===== src/spi_consts.svh =====
// Register map, field positions, reset values and counts of the serial port block
`ifndef SPI_CONSTS_SVH
`define SPI_CONSTS_SVH

// Register indices; the byte address is four times the index
`define IDX_CTRL     4'h0
`define IDX_BAUD     4'h2
`define IDX_STATUS   4'h3
`define IDX_DATA     4'h5
`define IDX_EVENT    4'h6
`define IDX_MASK     4'h7

// Control register fields
`define CTRL_MASTER  0
`define CTRL_MFEN    1
`define CTRL_WMASK   8'h03
`define CTRL_RESET   8'h00

// Baud register fields
`define BAUD_PRE_LSB 4
`define BAUD_SEL_LSB 0
`define BAUD_WMASK   8'h77
`define BAUD_RESET   8'h00

// Status register bit positions
`define ST_RC        7
`define ST_TE        5
`define ST_MF        4

// Event and mask register bit positions
`define EV_RC        0
`define EV_TE        1
`define EV_MF        2
`define EV_RESET     3'h0

// Bus responses
`define RESP_OKAY    2'h0
`define RESP_SLVERR  2'h2

// Frame counts and divisor bounds
`define HALF_LAST    4'hf
`define SLAVE_BITS   4'h8
`define DIV_MIN      12'h002
`define DIV_MAX      12'h800

`endif


===== src/spi_pkg.sv =====
// Types shared by the serial port block
package spi_pkg;
	typedef enum logic {SH_IDLE, SH_RUN} shift_state_e;
	typedef logic [7:0] byte_t;
	typedef logic [2:0] event_t;
endpackage


===== src/spi_baud_status_data.sv =====
// Serial port core: baud select, status flags, data register and bus slave
`timescale 1ns/1ps
`include "spi_consts.svh"
module spi_baud_status_data (
	// Clock, reset, enable
	input  wire logic        aclk,
	input  wire logic        aresetn,
	input  wire logic        ce,
	// Write address and data
	input  wire logic [31:0] awaddr,
	input  wire logic        awvalid,
	output logic             awready,
	input  wire logic [31:0] wdata,
	input  wire logic [3:0]  wstrb,
	input  wire logic        wvalid,
	output logic             wready,
	// Write response
	output logic [1:0]       bresp,
	output logic             bvalid,
	input  wire logic        bready,
	// Read address and data
	input  wire logic [31:0] araddr,
	input  wire logic        arvalid,
	output logic             arready,
	output logic [31:0]      rdata,
	output logic [1:0]       rresp,
	output logic             rvalid,
	input  wire logic        rready,
	// Serial link
	output logic             sck_o,
	output logic             sck_oe,
	input  wire logic        sck_i,
	output logic             mosi_o,
	output logic             mosi_oe,
	input  wire logic        mosi_i,
	output logic             miso_o,
	output logic             miso_oe,
	input  wire logic        miso_i,
	input  wire logic        ss_n_i,
	// Interrupt
	output logic             irq
);
	// ****************************************************************
	// Declarations
	// ****************************************************************
	logic             awready_d, wready_d, bvalid_d, arready_d, rvalid_d;
	logic [1:0]       bresp_d, rresp_d;
	logic [31:0]      rdata_d;
	logic             wr_fire, rd_fire, wr_ok;
	logic [7:0]       ctrl_q, ctrl_d, baud_q, baud_d;
	spi_pkg::byte_t   tx_q, tx_d, rx_q, rx_d;
	logic             rc_q, rc_d, te_q, te_d, mf_q, mf_d;
	logic             arm_rc_q, arm_rc_d, arm_te_q, arm_te_d, arm_mf_q, arm_mf_d;
	spi_pkg::event_t  evt_q, evt_d, mask_q, mask_d, evt_set;
	logic             ss_prev_q, is_master;
	logic             mf_event, abort, load, rc_clr, rc_set, mf_clr;
	logic             evt_clr, sh_idle, sh_done, tick;
	spi_pkg::byte_t   sh_rx;
	logic             sh_sdo, sh_sck;
	logic [7:0]       status_val;
	logic             sck_oe_d, mosi_oe_d, miso_oe_d;

	// Register decode on a word address
	function automatic logic hit(input logic [31:0] a, input logic [3:0] idx);
		hit = (a[31:6] == 26'h0) && (a[5:2] == idx);
	endfunction

	// Register outputs drawn from the shifter's own flops
	assign sck_o  = sh_sck;
	assign mosi_o = sh_sdo;
	assign miso_o = sh_sdo;

	// ****************************************************************
	// Bus slave
	// ****************************************************************
	assign wr_fire = awready && wready && awvalid && wvalid;
	assign rd_fire = arready && arvalid;
	assign wr_ok   = wr_fire && wstrb[0];

	// Status byte as software sees it
	assign status_val = {rc_q, 1'b0, te_q, mf_q, 4'h0};

	// Both write channels are taken together in one cycle, then the response
	always_comb begin
		awready_d = !awready && !bvalid && awvalid && wvalid;
		wready_d  = !wready && !bvalid && awvalid && wvalid;
		bvalid_d  = bvalid && !bready;
		bresp_d   = bresp;
		arready_d = !arready && !rvalid && arvalid;
		rvalid_d  = rvalid && !rready;
		rresp_d   = rresp;
		rdata_d   = rdata;
		if (wr_fire) begin
			bvalid_d = 1'b1;
			bresp_d  = (hit(awaddr, `IDX_CTRL) || hit(awaddr, `IDX_BAUD) ||
				hit(awaddr, `IDX_STATUS) || hit(awaddr, `IDX_DATA) ||
				hit(awaddr, `IDX_EVENT) || hit(awaddr, `IDX_MASK)) ?
				`RESP_OKAY : `RESP_SLVERR;
		end
		if (rd_fire) begin
			rvalid_d = 1'b1;
			rresp_d  = `RESP_OKAY;
			if (hit(araddr, `IDX_CTRL)) begin
				rdata_d = {24'h0, ctrl_q};
			end else if (hit(araddr, `IDX_BAUD)) begin
				rdata_d = {24'h0, baud_q};
			end else if (hit(araddr, `IDX_STATUS)) begin
				rdata_d = {24'h0, status_val};
			end else if (hit(araddr, `IDX_DATA)) begin
				rdata_d = {24'h0, rx_q};
			end else if (hit(araddr, `IDX_EVENT)) begin
				rdata_d = {29'h0, evt_q};
			end else if (hit(araddr, `IDX_MASK)) begin
				rdata_d = {29'h0, mask_q};
			end else begin
				rdata_d = 32'h0;
				rresp_d = `RESP_SLVERR;
			end
		end
	end

	always_ff @(posedge aclk) begin
		if (!aresetn) begin
			awready <= 1'b0;
			wready  <= 1'b0;
			bvalid  <= 1'b0;
			bresp   <= `RESP_OKAY;
			arready <= 1'b0;
			rvalid  <= 1'b0;
			rresp   <= `RESP_OKAY;
			rdata   <= 32'h0;
		end else if (ce) begin
			awready <= awready_d;
			wready  <= wready_d;
			bvalid  <= bvalid_d;
			bresp   <= bresp_d;
			arready <= arready_d;
			rvalid  <= rvalid_d;
			rresp   <= rresp_d;
			rdata   <= rdata_d;
		end
	end

	// ****************************************************************
	// Flags, buffers and control
	// ****************************************************************
	assign is_master = ctrl_q[`CTRL_MASTER];
	assign mf_event  = is_master && ctrl_q[`CTRL_MFEN] && ss_prev_q && !ss_n_i;
	// Any change of the divisor fields in master mode drops the frame
	assign abort     = mf_event || (is_master && wr_ok && hit(awaddr, `IDX_BAUD) &&
		((wdata[7:0] & `BAUD_WMASK) != baud_q));
	assign load      = !te_q && sh_idle && !abort;
	assign rc_clr    = rd_fire && hit(araddr, `IDX_DATA) && arm_rc_q;
	// A byte landing while the flag clears is still taken
	assign rc_set    = sh_done && (!rc_q || rc_clr);
	assign mf_clr    = wr_ok && hit(awaddr, `IDX_CTRL) && arm_mf_q;
	assign evt_clr   = rd_fire && hit(araddr, `IDX_EVENT);
	assign evt_set   = {mf_event, load, rc_set};

	// Status register has no write path at all
	always_comb begin
		ctrl_d   = ctrl_q;
		baud_d   = baud_q;
		tx_d     = tx_q;
		rx_d     = rx_q;
		te_d     = te_q;
		mask_d   = mask_q;
		arm_rc_d = arm_rc_q;
		arm_te_d = arm_te_q;
		arm_mf_d = arm_mf_q;
		if (wr_ok && hit(awaddr, `IDX_CTRL)) begin
			ctrl_d = wdata[7:0] & `CTRL_WMASK;
		end
		if (wr_ok && hit(awaddr, `IDX_BAUD)) begin
			baud_d = wdata[7:0] & `BAUD_WMASK;
		end
		if (wr_ok && hit(awaddr, `IDX_MASK)) begin
			mask_d = wdata[2:0];
		end
		if (mf_event) begin
			ctrl_d[`CTRL_MASTER] = 1'b0;
		end
		// A status read arms each clear sequence with what it returned
		if (rd_fire && hit(araddr, `IDX_STATUS)) begin
			arm_rc_d = rc_q;
			arm_te_d = te_q;
			arm_mf_d = mf_q;
		end
		if (rc_clr) begin
			arm_rc_d = 1'b0;
		end
		if (mf_clr) begin
			arm_mf_d = 1'b0;
		end
		// Unarmed data writes fall on the floor
		if (wr_ok && hit(awaddr, `IDX_DATA) && arm_te_q && te_q) begin
			tx_d     = wdata[7:0];
			te_d     = 1'b0;
			arm_te_d = 1'b0;
		end
		if (load) begin
			te_d = 1'b1;
		end
		if (rc_set) begin
			rx_d = sh_rx;
		end
	end

	assign rc_d = rc_set || (rc_q && !rc_clr);
	assign mf_d = mf_event || (mf_q && !mf_clr);

	always_ff @(posedge aclk) begin
		if (!aresetn) begin
			ctrl_q    <= `CTRL_RESET;
			baud_q    <= `BAUD_RESET;
			tx_q      <= 8'h00;
			rx_q      <= 8'h00;
			rc_q      <= 1'b0;
			te_q      <= 1'b1;
			mf_q      <= 1'b0;
			arm_rc_q  <= 1'b0;
			arm_te_q  <= 1'b0;
			arm_mf_q  <= 1'b0;
			mask_q    <= `EV_RESET;
			ss_prev_q <= 1'b1;
		end else if (ce) begin
			ctrl_q    <= ctrl_d;
			baud_q    <= baud_d;
			tx_q      <= tx_d;
			rx_q      <= rx_d;
			rc_q      <= rc_d;
			te_q      <= te_d;
			mf_q      <= mf_d;
			arm_rc_q  <= arm_rc_d;
			arm_te_q  <= arm_te_d;
			arm_mf_q  <= arm_mf_d;
			mask_q    <= mask_d;
			ss_prev_q <= ss_n_i;
		end
	end

	// ****************************************************************
	// Interrupt events and pin enables
	// ****************************************************************
	// Sticky event bits; a new event beats the read that clears it
	for (genvar i = 0; i < 3; i++) begin : g_evt
		assign evt_d[i] = evt_set[i] || (evt_q[i] && !evt_clr);
	end

	// Enables follow the mode; a slave drives its output only while selected
	always_comb begin
		sck_oe_d  = is_master;
		mosi_oe_d = is_master;
		miso_oe_d = !is_master && !ss_n_i;
	end

	always_ff @(posedge aclk) begin
		if (!aresetn) begin
			evt_q   <= `EV_RESET;
			irq     <= 1'b0;
			sck_oe  <= 1'b0;
			mosi_oe <= 1'b0;
			miso_oe <= 1'b0;
		end else if (ce) begin
			evt_q   <= evt_d;
			irq     <= |(evt_q & mask_q);
			sck_oe  <= sck_oe_d;
			mosi_oe <= mosi_oe_d;
			miso_oe <= miso_oe_d;
		end
	end

	// ****************************************************************
	// Engines
	// ****************************************************************
	baud_divider u_div (
		.aclk      (aclk),
		.aresetn   (aresetn),
		.ce        (ce),
		.run       (is_master && !sh_idle),
		.restart   (load || abort),
		.preselect (baud_q[`BAUD_PRE_LSB +: 3]),
		.select    (baud_q[`BAUD_SEL_LSB +: 3]),
		.tick_o    (tick)
	);

	byte_shifter u_shift (
		.aclk      (aclk),
		.aresetn   (aresetn),
		.ce        (ce),
		.master    (is_master),
		.abort     (abort),
		.load      (load),
		.tx_byte   (tx_q),
		.tick      (tick),
		.sck_i     (sck_i),
		.mosi_i    (mosi_i),
		.miso_i    (miso_i),
		.ss_n_i    (ss_n_i),
		.idle_o    (sh_idle),
		.done_o    (sh_done),
		.rx_byte_o (sh_rx),
		.sck_o     (sh_sck),
		.sdo_o     (sh_sdo)
	);

	// ****************************************************************
	// Checks
	// ****************************************************************
	chk_rc_capture: assert property (@(posedge aclk) disable iff (!aresetn)
		ce && sh_done && !rc_q |=> rc_q && (rx_q == $past(sh_rx)))
		else $error("received byte not captured with its flag");

	chk_rx_hold: assert property (@(posedge aclk) disable iff (!aresetn)
		ce && sh_done && rc_q && !rc_clr |=> rc_q && (rx_q == $past(rx_q)))
		else $error("unserviced byte overwritten");

	chk_tx_discard: assert property (@(posedge aclk) disable iff (!aresetn)
		ce && wr_ok && hit(awaddr, `IDX_DATA) && !arm_te_q |=> (tx_q == $past(tx_q)))
		else $error("unarmed data write changed the transmit buffer");

	chk_mf_set: assert property (@(posedge aclk) disable iff (!aresetn)
		ce && mf_event |=> mf_q && !ctrl_q[`CTRL_MASTER])
		else $error("mode fault did not flag and leave master mode");

	chk_reset_flags: assert property (@(posedge aclk)
		!aresetn |=> te_q && !rc_q && !mf_q)
		else $error("flags wrong after reset");

	chk_baud_abort: assert property (@(posedge aclk) disable iff (!aresetn)
		ce && abort |=> sh_idle)
		else $error("divisor change did not idle the transfer");
endmodule


===== src/baud_divider.sv =====
// Serial clock half-period tick generator
`timescale 1ns/1ps
`include "spi_consts.svh"
module baud_divider (
	// Clock, reset, enable
	input  wire logic       aclk,
	input  wire logic       aresetn,
	input  wire logic       ce,
	// Control
	input  wire logic       run,
	input  wire logic       restart,
	input  wire logic [2:0] preselect,
	input  wire logic [2:0] select,
	// Half-period tick
	output logic            tick_o
);
	logic [10:0] half;
	logic [11:0] divisor;
	logic [10:0] cnt_q, cnt_d;
	logic        tick_d;

	// Divisor is (preselect+1) * 2^(select+1), so a half period is (preselect+1) << select
	assign half    = (11'(preselect) + 11'h001) << select;
	assign divisor = {half, 1'b0};

	// Count bus cycles; the first tick lands a half period after restart
	always_comb begin
		cnt_d  = cnt_q;
		tick_d = 1'b0;
		if (!run || restart) begin
			cnt_d = 11'h000;
		end else if (cnt_q == half - 11'h001) begin
			cnt_d  = 11'h000;
			tick_d = 1'b1;
		end else begin
			cnt_d = cnt_q + 11'h001;
		end
	end

	always_ff @(posedge aclk) begin
		if (!aresetn) begin
			cnt_q  <= 11'h000;
			tick_o <= 1'b0;
		end else if (ce) begin
			cnt_q  <= cnt_d;
			tick_o <= tick_d;
		end
	end

	chk_divisor_bounds: assert property (@(posedge aclk) disable iff (!aresetn)
		(divisor >= `DIV_MIN) && (divisor <= `DIV_MAX) && (divisor[0] == 1'b0))
		else $error("serial clock divisor outside 2..2048");

	chk_tick_spacing: assert property (@(posedge aclk) disable iff (!aresetn)
		ce && run && !restart && tick_o && (half > 11'h001) |=> !tick_o)
		else $error("serial clock ticks closer than the divisor allows");
endmodule


===== src/byte_shifter.sv =====
// Eight-bit shift engine for master and slave transfers, clock phase zero
`timescale 1ns/1ps
`include "spi_consts.svh"
module byte_shifter (
	// Clock, reset, enable
	input  wire logic           aclk,
	input  wire logic           aresetn,
	input  wire logic           ce,
	// Control from the register side
	input  wire logic           master,
	input  wire logic           abort,
	input  wire logic           load,
	input  wire spi_pkg::byte_t tx_byte,
	input  wire logic           tick,
	// Serial pins, taken as synchronous inputs
	input  wire logic           sck_i,
	input  wire logic           mosi_i,
	input  wire logic           miso_i,
	input  wire logic           ss_n_i,
	// Status and data back
	output logic                idle_o,
	output logic                done_o,
	output spi_pkg::byte_t      rx_byte_o,
	output logic                sck_o,
	output logic                sdo_o
);
	spi_pkg::shift_state_e st_q, st_d;
	spi_pkg::byte_t        sreg_q, sreg_d;
	logic [3:0]            cnt_q, cnt_d;
	logic                  samp_q, samp_d;
	logic                  sck_d, done_d, prev_q;

	assign idle_o    = (st_q == spi_pkg::SH_IDLE) && (cnt_q == 4'h0);
	assign rx_byte_o = sreg_q;
	assign sdo_o     = sreg_q[7];

	// Sample on the rising edge, shift on the falling edge
	always_comb begin
		st_d   = st_q;
		cnt_d  = cnt_q;
		sreg_d = sreg_q;
		samp_d = samp_q;
		sck_d  = sck_o;
		done_d = 1'b0;
		if (abort) begin
			st_d  = spi_pkg::SH_IDLE;
			cnt_d = 4'h0;
			sck_d = 1'b0;
		end else if (master) begin
			case (st_q)
				spi_pkg::SH_IDLE: begin
					if (load) begin
						sreg_d = tx_byte;
						cnt_d  = 4'h0;
						st_d   = spi_pkg::SH_RUN;
					end
				end
				spi_pkg::SH_RUN: begin
					if (tick) begin
						sck_d = !sck_o;
						cnt_d = cnt_q + 4'h1;
						if (!sck_o) begin
							samp_d = miso_i;
						end else begin
							sreg_d = {sreg_q[6:0], samp_q};
						end
						if (cnt_q == `HALF_LAST) begin
							st_d   = spi_pkg::SH_IDLE;
							cnt_d  = 4'h0;
							done_d = 1'b1;
						end
					end
				end
				default: st_d = spi_pkg::SH_IDLE;
			endcase
		end else begin
			// Slave relies on the remote clock being no faster than the bus over four
			st_d  = spi_pkg::SH_IDLE;
			sck_d = 1'b0;
			if (ss_n_i) begin
				cnt_d = 4'h0;
			end else if (sck_i && !prev_q) begin
				samp_d = mosi_i;
				cnt_d  = cnt_q + 4'h1;
			end else if (!sck_i && prev_q && (cnt_q != 4'h0)) begin
				sreg_d = {sreg_q[6:0], samp_q};
				if (cnt_q == `SLAVE_BITS) begin
					cnt_d  = 4'h0;
					done_d = 1'b1;
				end
			end
			if (load && (cnt_q == 4'h0)) begin
				sreg_d = tx_byte;
			end
		end
	end

	always_ff @(posedge aclk) begin
		if (!aresetn) begin
			st_q   <= spi_pkg::SH_IDLE;
			cnt_q  <= 4'h0;
			sreg_q <= 8'h00;
			samp_q <= 1'b0;
			sck_o  <= 1'b0;
			done_o <= 1'b0;
			prev_q <= 1'b0;
		end else if (ce) begin
			st_q   <= st_d;
			cnt_q  <= cnt_d;
			sreg_q <= sreg_d;
			samp_q <= samp_d;
			sck_o  <= sck_d;
			done_o <= done_d;
			prev_q <= sck_i;
		end
	end

	chk_master_frame_end: assert property (@(posedge aclk) disable iff (!aresetn)
		ce && master && !abort && (st_q == spi_pkg::SH_RUN) && tick && (cnt_q == `HALF_LAST)
		|=> done_o && idle_o)
		else $error("master frame did not end after sixteen half periods");
endmodule


===== config.mk =====
export PLATFORM = sky130hd
export DESIGN_NAME = spi_baud_status_data
export DESIGN_NICKNAME = d
export VERILOG_FILES = /design/src/spi_pkg.sv /design/src/spi_baud_status_data.sv /design/src/baud_divider.sv /design/src/byte_shifter.sv
export VERILOG_INCLUDE_DIRS = /design/src /design/src/src
export SDC_FILE = /design/constraint.sdc
export NUM_CORES = 1
export LEC_CHECK = 0
export BUFFER_PORTS_ARGS = -buffer_cell sky130_fd_sc_hd__buf_2
export CAP_MARGIN = 10
export CORE_MARGIN = 2
export CORE_UTILIZATION = 40
export CTS_CLUSTER_DIAMETER = 120
export DETAILED_ROUTE_END_ITERATION = 10
export PLACE_DENSITY_LB_ADDON = 0.2
export SLEW_MARGIN = 20
export SYNTH_ARGS = -nofsm -noshare
export SYNTH_HDL_FRONTEND = slang
export SYNTH_HIERARCHICAL = 1
export SYNTH_SLANG_ARGS = --single-unit
export TNS_END_PERCENT = 30

===== constraint.sdc =====
create_clock -name aclk -period 3.43 [get_ports aclk]
set_input_delay 0 -clock aclk [delete_from_list [all_inputs] [get_ports aclk]]
set_output_delay 0 -clock aclk [all_outputs]
set_load 0.005 [all_outputs]

# Yosys cells after proc, flatten, opt, wreduce, memory -nomap -nowiden

Cells that the tools add are included.

RAM bits: 0
Register bits after elaboration: 110
Memories: 0
Bits in latches: 0
Memory bits (read-only): 0

Shift operators: 1
Equal/unequal tests: 27
Add/sub/neg operators: 4
Reduce and logical (&&, ||, !) cells: 125
$lt $le $gt $ge: 0
Div/mod/pow operators: 0
$mul: 0
Muxes and demuxes: 73
Bitwise gates (word level): 3

Operators with widths:

| cell                                                                  | number |
|---|---|
| 8-bit 2-to-1 mux                                                      | 12 |
| 1-bit logical AND                                                     | 59 |
| 26-bit zero test                                                      | 2 |
| 1-bit 2-to-1 mux                                                      | 38 |
| 4-bit 2-to-1 mux                                                      | 9 |
| 4-bit by 3-bit equality test with 1-bit output, second input constant | 6 |
| 2-bit AND reduction                                                   | 12 |
| 11-bit 2-to-1 mux                                                     | 2 |
| 1-bit zero test                                                       | 20 |
| 4-bit by 2-bit equality test with 1-bit output, second input constant | 4 |
| 8-bit case mux with 2 select lines                                    | 1 |
| 1-bit logical OR                                                      | 14 |
| 2-bit 2-to-1 mux                                                      | 7 |
| 4-bit zero test                                                       | 3 |
| 2-bit nonzero test                                                    | 6 |
| 11-bit by 1-bit adder with 11-bit output, second input constant       | 1 |
| 11-bit equality test                                                  | 1 |
| 11-bit by 3-bit left shift with 11-bit output                         | 1 |
| 11-bit by 1-bit subtractor with 11-bit output, second input constant  | 1 |
| 5-bit nonzero test                                                    | 2 |
| 3-bit by 1-bit != test with 1-bit output, second input constant       | 3 |
| 3-bit != test, second input constant                                  | 3 |
| 4-bit equality test, second input constant                            | 2 |
| 4-bit != test, second input constant                                  | 2 |
| 18 further kinds                                                      | 22 |

# Depth between registers and ports, before layout

Depth in word-level cells: 14
Mapped depth: 15
Depth with buffers taken out: 13

# Modules after synthesis

Netlist, hierarchy kept.

By module, submodules not included:

| module               | seq. area each (um^2) | instances | cells an instance | area an instance (um^2) |
|---|---|---|---|---|
| spi_baud_status_data | 1101.1                | 1         | 342               | 2907.8 |
| baud_divider         | 240.2                 | 1         | 216               | 1660.3 |
| byte_shifter         | 340.3                 | 1         | 117               | 1051.0 |

# Least setup slack after synthesis

OpenSTA, ideal clock, no wires.

Path kind: register -> register
Start point: register baud_q[5]
End point: register u_div.cnt_q[6]
Data arrival time: 3370 ps
Cell stages (with the launch flop): 15
Data required time: 3346 ps
Period minus slack after synthesis: 3454 ps
Slack: -24 ps
Cells stage by stage: dfxtp_1 ha_1 clkbuf_1 nor2b_1 nor2_1 or3_1 ha_1 and2_1 a31o_1 xnor2_1 o2111ai_1 a211oi_2 a311o_2 buf_8 o31ai_2

Longest elaborated chain between the ends: 8
Elaborated cells between the ends (all ways): 13
Those cells by class: add/sub (2); eq/ne (2); shift (1); mux (2); reduce/logical (6)

Ends and longest elaborated chain:

| what                                                                                                  | RTL line                    | text |
|---|---|---|
| start: declaration                                                                                    | spi_baud_status_data.sv:50  | `logic [7:0] ctrl_q, ctrl_d, baud_q, baud_d;` |
| start signal: assignment                                                                              | spi_baud_status_data.sv:215 | `` baud_q <= `BAUD_RESET; `` |
| start signal: assignment                                                                              | spi_baud_status_data.sv:228 | `baud_q <= baud_d;` |
| parallel branches: the longest is 7 deep, another holds 11-bit by 1-bit subtractor with 11-bit output | -                           |  |
| 11-bit 2-to-1 mux (*)                                                                                 | baud_divider.sv:30          | `if (!run \|\| restart) begin` |
| end signal: assignment                                                                                | baud_divider.sv:45          | `cnt_q <= cnt_d;` |
| end: declaration                                                                                      | baud_divider.sv:19          | `logic [10:0] cnt_q, cnt_d;` |

Every way passes the cells marked *.
A chain may end at the register's enable or synchronous reset.

# Worst setup path in the final report

Start point: register baud_q[4]
End point: register u_div.cnt_q[3]

Same word-level chain as after synthesis.

==> metrics.yaml <==
synth:
  synth.distinct_cells: 100
  synth_async_sr_flop_share_pct: 0
  syn_inst: 675
  yosysWarnings: 6
  yosys.area.top_type: "dfxtp_1"
  synth_ff_type: "dfxtp_1"
  syn_area_mm2: 0.00562
  yosysMostFrequentCell: "dfxtp_1"
  synth_top_area_share_pct: 29.9
  synth_edf_count: 0
  netlist_top_cells_count: "84 x dfxtp_1, 57 x nor2_1, 51 x nand2_1, 36 x nand3_1, 34 x mux2i_1"
  ys_seq_elements: 84
  synthTopCellsByArea: "dfxtp_1 30%, mux2i_1 6.1%, buf_4 3.9%"
  yosysSeqAreaShare_pct: 29.9
  syn_avg_cell_area_um2: 8.32
power:
  p_per_area_mw_per_mm2: 321
  leakagePower_uw: 0.00250
  peakVddDrop_uv: 253
critical_path:
  max_stage_delay_ps: 520
  crit_path_frequent_cell: "buf_4"
  path_class: "register to register"
  worst_ep_arrival_time_ps: 3530
  path_cells: "ha_1 > nor2b_4 > buf_4 > o211ai_2 > o21ai_0 > or2_1 > or4_4 > a211oi_2 > buf_4 > a311o_2 > o21bai_2 > o2bb2ai_1"
  required_ps: 3670
  cp-end-kind: "register"
  worstPathMaxFanout: 6
  slowest_stage: "or4_4"
  cp-start-kind: "register"
  r2r_cells: 12
timing:
  worst_pin_slew_ps: 957
  setup_viol: 0
  fmax_mhz: 304
  relSlewSlack_pct: 36.1
  hold_viol: 0
  finalWorstPathRequiredPeriod_ps: 3290
  finalClockSkew_ps: 8.30
  fin_tns_setup_ps: 0
  period_share_pct: 96.0
  maxSlewViolCount: 0
finish:
  final_net_count: 903
  fin_area_mm2: 0.00670
  fin_cells: 971
  num_antenna_cells: 0
  multi_input_area_mm2: 0.00359
  fillers: 1381
  drive_gt1_share_pct: 24.4
  area.growth.synth_to_final_pct: 19.2
  seq_area_mm2: 0.00168
clock_network:
  cts_made_buffers: 9
  clock_latency_ps: 350
  clockBufferDepth: 2
  cts-root-buf: "clkbuf_16"
  htreeDepth: 3
  cts_tree: "built"
  clkSlewWorstSetupHoldPaths_ps: 70
  clock_sinks: 84
floorplanning:
  die_y_um: 123
  die_area_mm2: 0.0150
  ios: 160
  start_util_pct: 40.6
  core_area_mm2: 0.0138
  rows: 43
  die_x_um: 123
routing:
  wl_mm: 16.2
  firstDrtPassIters: 7
  postRouteAntennaNets: 0
  wire_per_inst_um: 16.7
  vias: 5559
  drtIter0Drc: 434
  via_per_inst: 5.73
  drc: 0
global_route:
  grt_first_pass_wirelength_mm: 25.1
  gr-usage-all-layers_pct: 21.1
  antenna_found_initial: 0
  grt_max_degree: 34
  grt_overflow: 0
  grt_pass1_vias: 4994
placement:
  hpwl_mm: 11.9
  place.gp.congestion: 0.849
  place_area_mm2: 0.00620
  portBuffers: 102
  placed_cells: 936
hold_path:
  worstHoldPathCells: 3
  hold_path_class: "input port to register"
job:
  maxCapViolCount: 0
status:
  outcome: "completed"
state kept, by name (all words and copies together) (netlist names), 2 cells and up:
signal / count
rx_q: 8
mask_q: 3
u_shift/rx_byte_o: 8
u_div/cnt_q: 11
u_shift/cnt_q: 4
baud_q: 6
ctrl_q: 2
rdata: 8
tx_q: 8
evt_q: 3
layout make-up:
class | instances | area share (%)
inverters | 19 | 1.07
well taps | 180 | 3.36
flip-flops and latches | 84 | 25.1
clock buffers | 9 | 3.36
multi-input cells | 532 | 53.6
clock inverters | 7 | 1.10
repair buffers | 140 | 12.4
through the flow:
step / utilization [%] / total power (µW) / worst slack, ps / hold WS (ps)
after floorplan: - / 1110 / 51.1 / 122
after global placement: 44.8 / 1170 / 182 / 240
after detailed placement: 44.8 / 1180 / 105 / 248
after CTS: 47.9 / 2170 / 75.0 / 8.64
after global routing: 48.4 / 2240 / -22.2 / 16.4
final: 48.4 / 2150 / 136 / 2.19
cells by family (layout without fill, tap and decap cells):
logic type,count (synthesis),after routing,share of synthesized area [%]
other cells,1,26,0.0667
fa+ha+maj,5,5,1.11
flops,84,84,29.9
simple gates,268,268,26.1
buf+inv,85,175,8.55
xor+xnor,21,21,3.41
mux,41,41,8.06
compound gates,170,171,22.7
cells in the final DEF (no fill, tap or decap), types with 13 or more instances in the layout:
cell             n
dfxtp_1         84
buf_2          102
nor2_1          57
a211oi_1        14
dlygate4sd3_1   13
o21ai_0         31
conb_1          26
buf_4           25
inv_1           16
nor4_1          14
xnor2_1         17
nand2_1         51
mux2i_1         34
a21oi_1         29
nand3_1         36
power by group:
part           internal (µW)  leakage [µW]  switching [µW]
clock                    516      0.000147             467
combinational           78.6       0.00168             104
sequential               980      0.000678            5.89
total                   1570       0.00250             578
critical path: cells and delay by family (launching register included):
family / cells / cell delay [ps]
compound gates: 6 / 1280
simple gates: 3 / 940
flops: 1 / 330
fa+ha+maj: 1 / 330
buf+inv: 2 / 300
layer usage:
metal | routed length [µm] | track usage, % | up-vias
li1 | - | - | 2680
met1 | 7180 | 28.2 | 2674
met2 | 7880 | 34.7 | 179
met3 | 859 | 2.88 | 26
met4 | 323 | 7.26 | 0
met5 | 0 | 0 | -
worst paths after layout:
| path | startpoint | end | slack [ps] |
|---|---|---|---|
| worst max-delay path | baud_q[4]$_SDFFE_PN0P_ | u_div/cnt_q[3]$_SDFFE_PN0P_ | 140 |
| worst min-delay path | mosi_i | u_shift/samp_q$_SDFFE_PN0P_ | 2 |
| worst max register to register | baud_q[4]$_SDFFE_PN0P_ | u_div/cnt_q[3]$_SDFFE_PN0P_ | 140 |
| worst min register to register | rdata[1]$_SDFFE_PN0P_ | rdata[1]$_SDFFE_PN0P_ | 460 |
what timing repair did:
item,in CTS,in global routing
setup endpoints to repair,0,11
gates resized for setup,0,5
setup buffers,0,5
hold buffers,13,0
hold endpoints to repair,20,0
(Power assumes the default switching activity.)
